$ cat src/design/hcsb_pkg.sv
/*
 hcsb_pkg: shared constants of the heater current status bank.
 Assumes a 50 MHz system clock and an AXI4-Lite register port.
*/
package hcsb_pkg;
   // register indices; byte address is four times the index
   localparam logic [5:0] IDX_OVERCURRENT = 6'h06;
   localparam logic [5:0] IDX_BREAK_SHORT = 6'h07;
   localparam logic [5:0] IDX_HOLD_FLAGS = 6'h09;
   localparam logic [5:0] IDX_CHAN_ERROR = 6'h0a;
   localparam logic [5:0] IDX_MONITOR_ONE = 6'h0c;
   localparam logic [5:0] IDX_MONITOR_TWO = 6'h0d;
   localparam logic [5:0] IDX_INT_STATUS = 6'h10;
   localparam logic [5:0] IDX_INT_MASK = 6'h11;
   // bit positions inside the break/short word
   localparam int BIT_BREAK_ONE = 0;
   localparam int BIT_SHORT_ONE = 1;
   localparam int BIT_BREAK_TWO = 4;
   localparam int BIT_SHORT_TWO = 5;
   // bit positions inside the hold word
   localparam int BIT_HOLD_ONE = 0;
   localparam int BIT_HOLD_TWO = 4;
   // interrupt status layout
   localparam int INT_OC_POS = 0;
   localparam int INT_BREAK_SHORT_POS = 2;
   localparam int INT_HOLD_POS = 6;
   localparam int INT_CHAN_POS = 8;
   localparam int INT_WIDTH = 12;
   // widths
   localparam int SAMPLE_W = 12;
   localparam int CHAN_COUNT = 4;
   localparam int ON_CNT_W = 23;
   // overcurrent threshold, samples in 0.1 A steps: 110.0 A
   localparam logic [11:0] OVERCURRENT_LIMIT = 12'h44c;
   // reset values
   localparam logic [11:0] INT_MASK_RESET = 12'h000;
   localparam logic [11:0] MONITOR_RESET = 12'h000;
   // least control output on time for a monitor update
   localparam int unsigned CLK_HZ = 50000000;
   localparam int unsigned ON_MIN_MS = 100;
   localparam int unsigned ON_MIN_CYCLES = ON_MIN_MS * (CLK_HZ / 1000);
   // bus answers
   localparam logic [1:0] RESP_OKAY = 2'h0;
   localparam logic [1:0] RESP_SLVERR = 2'h2;
endpackage

$ cat src/design/hcsb_ct_monitor.sv
/*
 hcsb_ct_monitor: heater current monitor for one current sense input.
 Assumes control output and samples are on the same clock as clk.
*/
`timescale 1ns/10ps
module hcsb_ct_monitor #(
   parameter int unsigned ON_MIN_CYC = hcsb_pkg::ON_MIN_CYCLES
)(
   // clock and reset
   input wire logic clk,
   input wire logic srst,
   // control output and current samples
   input wire logic ctrlOn,
   input wire logic sampleValid,
   input wire logic [11:0] sampleVal,
   // monitor result
   output logic [11:0] monitorVal,
   output logic holdFlag
);
   // on time limit at counter width
   localparam logic [22:0] ON_LIMIT = 23'(ON_MIN_CYC);

   logic ctrlOn_q; // control output one cycle back
   logic [22:0] onCnt_q; // cycles of the current on period
   logic [11:0] captured_q; // last sample taken while on
   logic [11:0] monitor_q; // published monitor value
   logic hold_q; // hold flag
   logic onEnd; // on period just finished
   logic onLong; // on period met the limit

   assign onEnd = ctrlOn_q && !ctrlOn;
   assign onLong = (onCnt_q >= ON_LIMIT);

   // previous control output level
   always_ff @(posedge clk)
   begin
      if (srst)
         ctrlOn_q <= 1'b0;
      else
         ctrlOn_q <= ctrlOn;
   end

   // on time counter, saturating at the limit
   always_ff @(posedge clk)
   begin
      if (srst)
         onCnt_q <= '0;
      else if (ctrlOn)
      begin
         if (!onLong)
            onCnt_q <= onCnt_q + 23'h1;
      end
      else
         onCnt_q <= '0;
   end

   // keep the newest sample of the on period
   always_ff @(posedge clk)
   begin
      if (srst)
         captured_q <= hcsb_pkg::MONITOR_RESET;
      else if (ctrlOn && sampleValid)
         captured_q <= sampleVal;
   end

   // publish or freeze at the end of each on period
   always_ff @(posedge clk)
   begin
      if (srst)
      begin
         monitor_q <= hcsb_pkg::MONITOR_RESET;
         hold_q <= 1'b0;
      end
      else if (onEnd)
      begin
         if (onLong)
         begin
            monitor_q <= captured_q;
            hold_q <= 1'b0;
         end
         else
            hold_q <= 1'b1;
      end
   end

   assign monitorVal = monitor_q;
   assign holdFlag = hold_q;

   // short period sets hold and keeps the monitor
   a_hold_freeze: assert property (@(posedge clk) disable iff (srst)
      (onEnd && !onLong) |=> (hold_q && $stable(monitor_q)))
      else $error("short on period did not hold");
   // long period clears hold and loads the capture
   a_hold_update: assert property (@(posedge clk) disable iff (srst)
      (onEnd && onLong) |=> (!hold_q && monitor_q == $past(captured_q)))
      else $error("long on period did not update");
   c_short_period: cover property (@(posedge clk) disable iff (srst)
      onEnd && !onLong);
endmodule // hcsb_ct_monitor

$ cat src/design/hcsb_status_bank.sv
/*
 hcsb_status_bank: heater current status words behind an AXI4-Lite slave.
 Assumes alarm and channel error inputs are asynchronous pins, while
 current samples and control outputs come from logic on clk.
*/
// Operation
// overcurrent bits set above 110.0 A
// break alarm bits 0 and 4
// short alarm bits 1 and 5
// short on time holds and freezes monitor
// channel error bits 0 to 3
// unused bits zero, status writes ignored
`timescale 1ns/10ps
module hcsb_status_bank #(
   parameter int unsigned ON_MIN_CYC = hcsb_pkg::ON_MIN_CYCLES
)(
   // clock and reset
   input wire logic clk,
   input wire logic srst,
   // current inputs, same clock
   input wire logic [1:0] ctrlOn,
   input wire logic [1:0] sampleValid,
   input wire logic [11:0] sampleCurrentOne,
   input wire logic [11:0] sampleCurrentTwo,
   // alarm and error pins, asynchronous
   input wire logic [1:0] heaterBreakAlarm,
   input wire logic [1:0] heaterShortAlarm,
   input wire logic [3:0] channelError,
   // axi4-lite write address and data
   input wire logic s_axi_awvalid,
   output logic s_axi_awready,
   input wire logic [7:0] s_axi_awaddr,
   input wire logic s_axi_wvalid,
   output logic s_axi_wready,
   input wire logic [31:0] s_axi_wdata,
   input wire logic [3:0] s_axi_wstrb,
   // axi4-lite write response
   output logic s_axi_bvalid,
   input wire logic s_axi_bready,
   output logic [1:0] s_axi_bresp,
   // axi4-lite read
   input wire logic s_axi_arvalid,
   output logic s_axi_arready,
   input wire logic [7:0] s_axi_araddr,
   output logic s_axi_rvalid,
   input wire logic s_axi_rready,
   output logic [31:0] s_axi_rdata,
   output logic [1:0] s_axi_rresp,
   // interrupt
   output logic irq
);
   logic [7:0] pinS1_q; // first synchroniser stage
   logic [7:0] pinS2_q; // second synchroniser stage
   logic [11:0] lastOne_q; // newest sample, input one
   logic [11:0] lastTwo_q; // newest sample, input two
   logic [1:0] overcur_q; // overcurrent flags
   logic [11:0] monitorVal [2]; // monitor values
   logic [1:0] hold; // hold flags
   logic [1:0] breakS, shortS; // synced break and short alarms
   logic [3:0] chanS; // synced channel errors
   logic [15:0] wordOc, wordBs, wordHold, wordChan; // the four status words
   logic [11:0] evtSrc; // interrupt sources
   logic [11:0] evtPrev_q; // sources one cycle back
   logic [11:0] intStat_q; // sticky interrupt status
   logic [11:0] intMask_q; // interrupt mask
   logic [11:0] intClr; // write-one-to-clear bits
   logic awHeld_q; // write address held
   logic [7:0] awAddr_q; // held write address
   logic wHeld_q; // write data held
   logic [31:0] wData_q; // held write data
   logic [3:0] wStrb_q; // held byte strobes
   logic bValid_q; // write response pending
   logic [1:0] bResp_q; // write response code
   logic rValid_q; // read data pending
   logic [31:0] rData_q; // read data
   logic [1:0] rResp_q; // read response code
   logic doWrite; // both halves held, commit
   logic [5:0] wIdx; // write register index
   logic wOk; // write target exists
   logic rdTake; // read address taken
   logic [31:0] rdMux; // read data selected
   logic rdOk; // read target exists
   logic [5:0] rIdx; // read register index
   // two-flop synchroniser for the asynchronous pins
   always_ff @(posedge clk)
   begin
      if (srst)
      begin
         pinS1_q <= '0;
         pinS2_q <= '0;
      end
      else
      begin
         pinS1_q <= {channelError, heaterShortAlarm, heaterBreakAlarm};
         pinS2_q <= pinS1_q;
      end
   end
   assign breakS = pinS2_q[1:0];
   assign shortS = pinS2_q[3:2];
   assign chanS = pinS2_q[7:4];
   // newest current sample per input
   always_ff @(posedge clk)
   begin
      if (srst)
      begin
         lastOne_q <= hcsb_pkg::MONITOR_RESET;
         lastTwo_q <= hcsb_pkg::MONITOR_RESET;
      end
      else
      begin
         if (sampleValid[0])
            lastOne_q <= sampleCurrentOne;
         if (sampleValid[1])
            lastTwo_q <= sampleCurrentTwo;
      end
   end
   // overcurrent compare, cleared when back in range
   always_ff @(posedge clk)
   begin
      if (srst)
         overcur_q <= 2'h0;
      else
      begin
         overcur_q[0] <= (lastOne_q > hcsb_pkg::OVERCURRENT_LIMIT);
         overcur_q[1] <= (lastTwo_q > hcsb_pkg::OVERCURRENT_LIMIT);
      end
   end
   // one monitor per current input
   for (genvar g = 0; g < 2; g++)
   begin : gMon
      hcsb_ct_monitor #(
         .ON_MIN_CYC(ON_MIN_CYC)
      ) uMon (
         .clk(clk),
         .srst(srst),
         .ctrlOn(ctrlOn[g]),
         .sampleValid(sampleValid[g]),
         .sampleVal(g == 0 ? sampleCurrentOne : sampleCurrentTwo),
         .monitorVal(monitorVal[g]),
         .holdFlag(hold[g])
      );
   end
   // status words, unused bits held at zero
   always_comb
   begin
      wordOc = 16'h0000;
      wordOc[1:0] = overcur_q;
      wordBs = 16'h0000;
      wordBs[hcsb_pkg::BIT_BREAK_ONE] = breakS[0];
      wordBs[hcsb_pkg::BIT_BREAK_TWO] = breakS[1];
      wordBs[hcsb_pkg::BIT_SHORT_ONE] = shortS[0];
      wordBs[hcsb_pkg::BIT_SHORT_TWO] = shortS[1];
      wordHold = 16'h0000;
      wordHold[hcsb_pkg::BIT_HOLD_ONE] = hold[0];
      wordHold[hcsb_pkg::BIT_HOLD_TWO] = hold[1];
      wordChan = 16'h0000;
      wordChan[3:0] = chanS;
   end
   // interrupt sources: rising edges of each flag
   assign evtSrc = {chanS, hold, shortS[1], breakS[1], shortS[0], breakS[0], overcur_q};
   always_ff @(posedge clk)
   begin
      if (srst)
         evtPrev_q <= '0;
      else
         evtPrev_q <= evtSrc;
   end
   // write-one-to-clear of the interrupt status
   always_comb
   begin
      intClr = '0;
      if (doWrite && wIdx == hcsb_pkg::IDX_INT_STATUS && awAddr_q[1:0] == 2'h0)
      begin
         if (wStrb_q[0])
            intClr[7:0] = wData_q[7:0];
         if (wStrb_q[1])
            intClr[11:8] = wData_q[11:8];
      end
   end
   // sticky status, a new event beats a clear
   always_ff @(posedge clk)
   begin
      if (srst)
         intStat_q <= '0;
      else
         intStat_q <= (intStat_q & ~intClr) | (evtSrc & ~evtPrev_q);
   end
   // mask register
   always_ff @(posedge clk)
   begin
      if (srst)
         intMask_q <= hcsb_pkg::INT_MASK_RESET;
      else if (doWrite && wIdx == hcsb_pkg::IDX_INT_MASK && awAddr_q[1:0] == 2'h0)
      begin
         if (wStrb_q[0])
            intMask_q[7:0] <= wData_q[7:0];
         if (wStrb_q[1])
            intMask_q[11:8] <= wData_q[11:8];
      end
   end
   assign irq = |(intStat_q & intMask_q);
   // write address and data are taken independently
   assign s_axi_awready = !awHeld_q;
   assign s_axi_wready = !wHeld_q;
   assign doWrite = awHeld_q && wHeld_q && !bValid_q;
   assign wIdx = awAddr_q[7:2];
   // write target decode; status words accept and ignore
   assign wOk = (awAddr_q[1:0] == 2'h0) && (wIdx inside {hcsb_pkg::IDX_OVERCURRENT,
      hcsb_pkg::IDX_BREAK_SHORT, hcsb_pkg::IDX_HOLD_FLAGS, hcsb_pkg::IDX_CHAN_ERROR,
      hcsb_pkg::IDX_MONITOR_ONE, hcsb_pkg::IDX_MONITOR_TWO, hcsb_pkg::IDX_INT_STATUS,
      hcsb_pkg::IDX_INT_MASK});
   // write address hold
   always_ff @(posedge clk)
   begin
      if (srst)
      begin
         awHeld_q <= 1'b0;
         awAddr_q <= '0;
      end
      else if (s_axi_awvalid && !awHeld_q)
      begin
         awHeld_q <= 1'b1;
         awAddr_q <= s_axi_awaddr;
      end
      else if (doWrite)
         awHeld_q <= 1'b0;
   end
   // write data hold
   always_ff @(posedge clk)
   begin
      if (srst)
      begin
         wHeld_q <= 1'b0;
         wData_q <= '0;
         wStrb_q <= '0;
      end
      else if (s_axi_wvalid && !wHeld_q)
      begin
         wHeld_q <= 1'b1;
         wData_q <= s_axi_wdata;
         wStrb_q <= s_axi_wstrb;
      end
      else if (doWrite)
         wHeld_q <= 1'b0;
   end
   // write response
   always_ff @(posedge clk)
   begin
      if (srst)
      begin
         bValid_q <= 1'b0;
         bResp_q <= hcsb_pkg::RESP_OKAY;
      end
      else if (doWrite)
      begin
         bValid_q <= 1'b1;
         bResp_q <= wOk ? hcsb_pkg::RESP_OKAY : hcsb_pkg::RESP_SLVERR;
      end
      else if (s_axi_bready)
         bValid_q <= 1'b0;
   end
   assign s_axi_bvalid = bValid_q;
   assign s_axi_bresp = bResp_q;
   // read side takes one address when idle
   assign s_axi_arready = !rValid_q;
   assign rdTake = s_axi_arvalid && !rValid_q;
   assign rIdx = s_axi_araddr[7:2];
   // read data select, unused bits zero
   always_comb
   begin
      rdMux = 32'h00000000;
      rdOk = (s_axi_araddr[1:0] == 2'h0);
      case (rIdx)
         hcsb_pkg::IDX_OVERCURRENT: rdMux[15:0] = wordOc;
         hcsb_pkg::IDX_BREAK_SHORT: rdMux[15:0] = wordBs;
         hcsb_pkg::IDX_HOLD_FLAGS: rdMux[15:0] = wordHold;
         hcsb_pkg::IDX_CHAN_ERROR: rdMux[15:0] = wordChan;
         hcsb_pkg::IDX_MONITOR_ONE: rdMux[11:0] = monitorVal[0];
         hcsb_pkg::IDX_MONITOR_TWO: rdMux[11:0] = monitorVal[1];
         hcsb_pkg::IDX_INT_STATUS: rdMux[11:0] = intStat_q;
         hcsb_pkg::IDX_INT_MASK: rdMux[11:0] = intMask_q;
         default: rdOk = 1'b0;
      endcase
      if (!rdOk)
         rdMux = 32'h00000000;
   end
   // read data register
   always_ff @(posedge clk)
   begin
      if (srst)
      begin
         rValid_q <= 1'b0;
         rData_q <= '0;
         rResp_q <= hcsb_pkg::RESP_OKAY;
      end
      else if (rdTake)
      begin
         rValid_q <= 1'b1;
         rData_q <= rdMux;
         rResp_q <= rdOk ? hcsb_pkg::RESP_OKAY : hcsb_pkg::RESP_SLVERR;
      end
      else if (s_axi_rready)
         rValid_q <= 1'b0;
   end
   assign s_axi_rvalid = rValid_q;
   assign s_axi_rdata = rData_q;
   assign s_axi_rresp = rResp_q;
   // overcurrent flag follows the sample compare
   a_overcurrent_flag: assert property (@(posedge clk) disable iff (srst)
      (lastOne_q > hcsb_pkg::OVERCURRENT_LIMIT) |=> overcur_q[0])
      else $error("overcurrent one not flagged");
   a_overcurrent_clear: assert property (@(posedge clk) disable iff (srst)
      (lastTwo_q <= hcsb_pkg::OVERCURRENT_LIMIT) |=> !overcur_q[1])
      else $error("overcurrent two not cleared");
   // break pin reaches bit 4 two edges later
   a_break_path: assert property (@(posedge clk) disable iff (srst)
      pinS1_q[1] |=> wordBs[hcsb_pkg::BIT_BREAK_TWO])
      else $error("break alarm two lost");
   a_short_path: assert property (@(posedge clk) disable iff (srst)
      pinS1_q[2] |=> wordBs[hcsb_pkg::BIT_SHORT_ONE])
      else $error("short alarm one lost");
   a_chan_errors: assert property (@(posedge clk) disable iff (srst)
      ##1 wordChan[3:0] == $past(pinS1_q[7:4]))
      else $error("channel error word wrong");
   a_read_unused: assert property (@(posedge clk) disable iff (srst)
      (rdTake && rIdx == hcsb_pkg::IDX_BREAK_SHORT)
      |=> (s_axi_rdata & 32'hffffffcc) == 32'h00000000)
      else $error("unused bits read non-zero");
   a_ro_ignore: assert property (@(posedge clk) disable iff (srst)
      (doWrite && wIdx == hcsb_pkg::IDX_HOLD_FLAGS)
      |=> s_axi_bresp == hcsb_pkg::RESP_OKAY && $stable(intMask_q))
      else $error("status word write not ignored");
   c_write_done: cover property (@(posedge clk) disable iff (srst) s_axi_bvalid && s_axi_bready);
   c_read_done: cover property (@(posedge clk) disable iff (srst)
      s_axi_rvalid && s_axi_rready && s_axi_rdata != 32'h00000000);
   c_irq_raised: cover property (@(posedge clk) disable iff (srst) $rose(irq));
endmodule // hcsb_status_bank

$ cat config.mk
export PLATFORM = sky130hd
export DESIGN_NAME = hcsb_status_bank
export DESIGN_NICKNAME = d
export VERILOG_FILES = /design/src/design/hcsb_pkg.sv /design/src/design/hcsb_ct_monitor.sv /design/src/design/hcsb_status_bank.sv
export SDC_FILE = /design/constraint.sdc
export NUM_CORES = 1
export LEC_CHECK = 0
export BUFFER_PORTS_ARGS = -buffer_cell sky130_fd_sc_hd__buf_2
export CORE_MARGIN = 2
export CORE_UTILIZATION = 51
export CTS_CLUSTER_SIZE = 14
export DETAILED_ROUTE_END_ITERATION = 12
export GPL_ROUTABILITY_DRIVEN = 0
export HOLD_SLACK_MARGIN = 0.08
export PLACE_DENSITY = 0.75
export SLEW_MARGIN = 15
export SYNTH_ARGS = -nofsm -noshare
export SYNTH_HDL_FRONTEND = slang
export SYNTH_SLANG_ARGS = --single-unit
$ cat constraint.sdc
create_clock -name clk -period 1.8 [get_ports clk]
set_input_delay 0.18 -clock clk [delete_from_list [all_inputs] [get_ports clk]]
set_output_delay 0.18 -clock clk [all_outputs]
set_load 0.05 [all_outputs]
; ---- After elaboration in Yosys (flattened, before gate mapping)
; Index checks and enable logic that the tools add are counted.
[word_totals]
reg_bits = 238
latchBits = 0
n_memories = 0
romBits = 0
ram_bits = 0
out_inout_bits = 42
[classes]
n_shift = 0
n_lt_le_gt_ge = 4
n_mux = 17
n_eq_ne = 16
multipliers = 0
n_reduce_logical = 35
n_addsub = 2
bitwise_logic = 8
div = 0
[ops]
columns = op, count
row1 = 12-bit one-hot mux with 8 select lines, 1
row2 = 6-bit by 4-bit equality test with 1-bit output (second input constant), 8
row3 = 23-bit by 1-bit adder with 23-bit output (second input constant), 2
row4 = 23-bit >= comparator (second input constant), 2
row5 = 12-bit bitwise AND, 3
row6 = 6-bit by 3-bit equality test with 1-bit output (second input constant), 4
row7 = 6-bit by 5-bit equality test with 1-bit output (second input constant), 4
row8 = 12-bit by 11-bit > comparator with 1-bit output (second input constant), 2
row9 = 12-bit 2-to-1 mux, 2
row10 = 12-bit inverter, 2
row11 = 1-bit logical AND, 14
row12 = 12-bit bitwise OR, 1
row13 = 12-bit OR reduction, 1
row14 = 1-bit 2-to-1 mux, 10
row15 = 8-bit 2-to-1 mux, 1
row16 = 2-bit AND reduction, 4
row17 = 2-bit nonzero test, 4
row18 = 8-bit nonzero test, 1
row19 = 8-bit OR reduction, 1
row20 = 1-bit logical NOT, 6
row21 = 2-bit logical NOT, 2
row22 = 2-bit 2-to-1 mux, 2
row23 = 4-bit 2-to-1 mux, 1
row24 = 2-bit OR reduction, 2
row25 = 1-bit inverter, 2

; ---- Logic depth before layout (Yosys ltp)
[logic_depth]
word_depth = 8
ltp_mapped = 7
mapped_depth_nobuf = 6

; ---- Cells and area by module
; Synthesis repeated with hierarchy kept, for this count alone.
[unflattened]
cells_unflattened = 1074
area_unflattened_um2 = 9526.6
[modules_own_cells]
columns = module, area_per_inst_um2, cells_each, instances
row1 = hcsb_status_bank, 5039.8, 554, 1
row2 = hcsb_ct_monitor, 2243.4, 260, 2

; ---- Least setup slack after synthesis
; No wires, ideal clock.
[synth_path]
kind = reg-to-reg
start = reg gMon[0].uMon.onCnt_q[16]
end = reg gMon[0].uMon.monitor_q[10]
setup_ns = 0.072
n_path_buf = 1
required_time_ns = 1.728
t_arrival_ns = 1.853
period_less_slack_ns = 1.924
stages_incl_launch_ff = 7
path_slack_ns = -0.124
path_cell_list = dfxtp_1 or3_4 a211oi_4 a21oi_4 nor2b_4 buf_12 mux2i_1
[synth_between]
elab_chain_cells = 2
[synth_lines]
columns = item, line
row1 = "start, declared", hcsb_ct_monitor.sv:24  ; logic [22:0] onCnt_q;
row2 = "start signal, assigned", hcsb_ct_monitor.sv:51  ; onCnt_q <= onCnt_q + 23'h1;
row3 = 23-bit >= comparator, hcsb_ct_monitor.sv:32  ; assign onLong = (onCnt_q >= ON_LIMIT);
row4 = 2-bit AND reduction (no line), -
row5 = "end signal, assigned", hcsb_ct_monitor.sv:71  ; monitor_q <= hcsb_pkg::MONITOR_RESET;
row6 = "end signal, assigned", hcsb_ct_monitor.sv:78  ; monitor_q <= captured_q;
row7 = "end, declared", hcsb_ct_monitor.sv:26  ; logic [11:0] monitor_q;
; No other way between the ends.
; A chain may end at the register's enable or synchronous reset.

; ---- Worst setup path in the final report
[layout_path]
start = reg gMon[1].uMon.onCnt_q[16]
end = reg gMon[1].uMon.onCnt_q[15]
[layout_between]
elab_chain_cells = 1
[layout_lines]
columns = item, line
row1 = "start, declared", hcsb_ct_monitor.sv:24
row2 = "start signal, assigned", hcsb_ct_monitor.sv:51
row3 = 23-bit >= comparator, hcsb_ct_monitor.sv:32
; No other way between the ends.

==> metrics <==
status finished, violations left; failing checks setup timing; Worst-Skew Late Latency 0.50 ns; non-filler instance count after layout 1480; H-tree lvl count 1; Max Cap Viol 0; DRC 0; worst-path maximum fanout 8; I/O pins 137; commonest cells after routing, fill and taps aside dfxtp_1 (205), nand2_1 (135), nor2_1 (90), buf_2 (90), a21oi_1 (75); ranking of synthesized cells by area dfxtp_1 (46%), mux2i_1 (7.5%), nand2_1 (5.4%); vias 7974; Pwr Density 849 nW/um2; Tmin final 1.85 ns; CP Buf/Inv Count 2; wire length of the first global-routing pass 36100 um; GR Util All Layers 0.223; Final Hold Fails 0; Synth top area share 0.465; Max-slew headroom 0.631; CTS tree yes; CTS buffer count 23; most common cell after layout, fill and taps aside dfxtp_1; Synth cell types 72; clk sinks 216; final setup violation count 16; routed vias/inst 5.39; Final Instance Area 12000 um2; CTS clk-pin slew, worst paths 0.06 ns; internal power 7.74 mW; Worst Hold Class input pin to register; PortBufs 92; Synth Flop Type dfxtp_1; share of post-route cells with drive strength above 1 0.219; cell area after placement 10300 um2; largest net degree at the start of global routing 80; Slew @ Worst Pin 0.552 ns; WL per Instance 15.7 um; sequential area share after synthesis 0.465; DRT antenna net count 0; WL final 23300 um; final setup margin -0.0482 ns; RSZ-0062 raised after global routing true; fin nets 1338; Initial Util 0.519; maximum clock path buffer count 3; initial antenna violation count 0; Initial DRT Pass Iterations 5; Synth area leader dfxtp_1; Pleak 4.87 nW; clock skew 0.00964 ns; synth warn 0; critical path, cell by cell or3_4 -> a211oi_4 -> buf_6 -> a211oi_4 -> buf_6 -> a31oi_1 -> a41o_1; Overflow after GRT 0; Psw 2.44 mW; row count 49; Synth-to-Final Area Change 28.9%; drt first-iter violations 526; Largest stage delay, worst path 0.40 ns; die width 139 um; Sw Share 0.239; ys async rst share 0; Syn Inst Count 1031; clock network power share 0.419; root buffer selected by CTS clkbuf_16; Setup crit end kind register; crit share post-route 1.03; die boundary height 139 um; Worst EP required 2.23 ns; core area 17900 um2; Mapped Area 9300 um2; antenna cell count 0; WP data arrival 2.28 ns; Top Family by Delay on Critical Path compound AO/OA/AOI/OAI gates; final HPWL from detailed placement 14900 um; Reg power frac 0.495; slowest CP cell or3_4; syn_area_per_cell 9.02 um2; register bit total from synthesis 216; Die Area 19300 um2; dpl cells 1373; Logic pwr share 0.086; critical path type register to register; Post-synth EDFFs 0; Max Clk Rate 541 MHz; number of global-route vias before repair 7490; Startpoint Class register; Peak VDD IR 0.000708 V; max-slew violations 0
## state kept, by name, indices dropped and copies added, names as in the netlist, 8 cells and up
name / flops
intMask_q: 12
gMon.uMon.onCnt_q: 46
s_axi_rdata: 12
awAddr_q: 8
lastTwo_q: 12
evtPrev_q: 12
pinS2_q: 8
wData_q: 12
intStat_q: 12
pinS1_q: 8
gMon.uMon.monitorVal: 24
gMon.uMon.captured_q: 24
lastOne_q: 12
## repair_timing
item	CTS	global route
pin swaps	3	25
cloned	0	2
setup endpoints to repair	30	77
hold buffers	61	0
buffers inserted	3	4
hold endpoints to repair	82	0
resized for setup	11	69
## power groups by stage
stage	clock network, mW	registers [mW]	logic, mW
2_1_floorplan	0	5.12	0.532
3_3_place_gp	0	5.12	0.722
3_5_place_dp	0	5.13	0.734
4_1_cts	4.33	5.03	0.845
5_1_grt	4.52	5.05	0.950
6_report	4.27	5.03	0.873
## metal layers
metal	up-vias	global-route usage	part of all wire
met5	-	0	0
met4	0	0.0696	0.035
met3	71	0.0328	0.048
met2	249	0.378	0.47
met1	3714	0.294	0.44
li1	3940	-	-
## metrics by stage
step,worst slack (ns),util,hold slack [ns],power [mW],TNS [ns]
floorplan,-0.0872,-,0.308,5.65,-0.929
global placement,-0.0460,0.577,0.403,5.85,-0.493
detailed placement,-0.0704,0.577,0.406,5.86,-0.747
CTS,-0.00922,0.653,0.0907,10.2,-0.0154
global route,-0.0979,0.670,0.113,10.5,-3.80
finish,-0.0482,0.670,0.0999,10.2,-0.216
## cell usage after synthesis (all sizes together), types with 2 or more instances
master   number
a2111oi       4
a211oi       14
a21bo         2
a21o          3
a21oi        85
a221o         6
a221oi        4
a22o         19
a2bb2oi       2
a31o         11
a31oi        13
a32o          2
a41o         11
and2          7
and3          5
and4          5
buf          34
clkbuf       38
dfxtp       216
ha            4
inv          29
mux2i        70
nand2       135
nand2b       66
nand3        17
nand3b        5
nand4         8
nor2         90
nor2b        40
nor3         16
nor3b         3
nor4          3
nor4b         2
o211a         2
o211ai        3
o21a          2
o21ai        20
o2bb2ai       2
o31ai         2
or3           3
or4b          2
xnor2        14
## cell type report
cell class	instances	area (um2)
Clock buffer	31	636
Clock inverter	6	36.3
Fill cell	1376	5910
Inverter	30	113
Multi-Input combinational cell	734	4780
Sequential cell	216	4340
Tap cell	229	287
Timing Repair Buffer	234	1800
## path summary, 6_finish.rpt
check                                                            from                                    end  slack, ns  cells after the start
worst max-delay path            gMon[1].uMon.onCnt_q[16]$_SDFFE_PP0N_  gMon[1].uMon.onCnt_q[15]$_SDFFE_PP0N_      -0.05                      7
worst min-delay path                                        ctrlOn[1]     gMon[1].uMon.holdFlag$_SDFFE_PP0P_        0.1                      4
worst max register to register  gMon[1].uMon.onCnt_q[16]$_SDFFE_PP0N_  gMon[1].uMon.onCnt_q[15]$_SDFFE_PP0N_      -0.05                      7
worst min register to register                  pinS1_q[7]$_SDFF_PP0_                  pinS2_q[7]$_SDFF_PP0_       0.43                      1
## cells by family (layout without fill, tap and decap cells)
logic type	count (synthesis)	count (layout)	synth area share
AND/OR/NAND/NOR	411	411	0.221
XOR/XNOR	14	14	0.0132
buffers and inverters	102	301	0.0548
multiplexers	71	71	0.0766
AO/OA/AOI/OAI	212	212	0.164
flip-flops	216	216	0.465
other	1	22	0.000403
adder cells (fa/ha/maj)	4	4	0.00538
## worst register-to-register path, delay by kind of cell, from the launching register on
| kind | cells | cell delay [ns] |
|---|---|---|
| flip-flops | 1 | 0.32 |
| AND/OR/NAND/NOR | 1 | 0.40 |
| buffers and inverters | 2 | 0.34 |
| AO/OA/AOI/OAI | 4 | 0.72 |
Power figures use the tool's default switching activity.
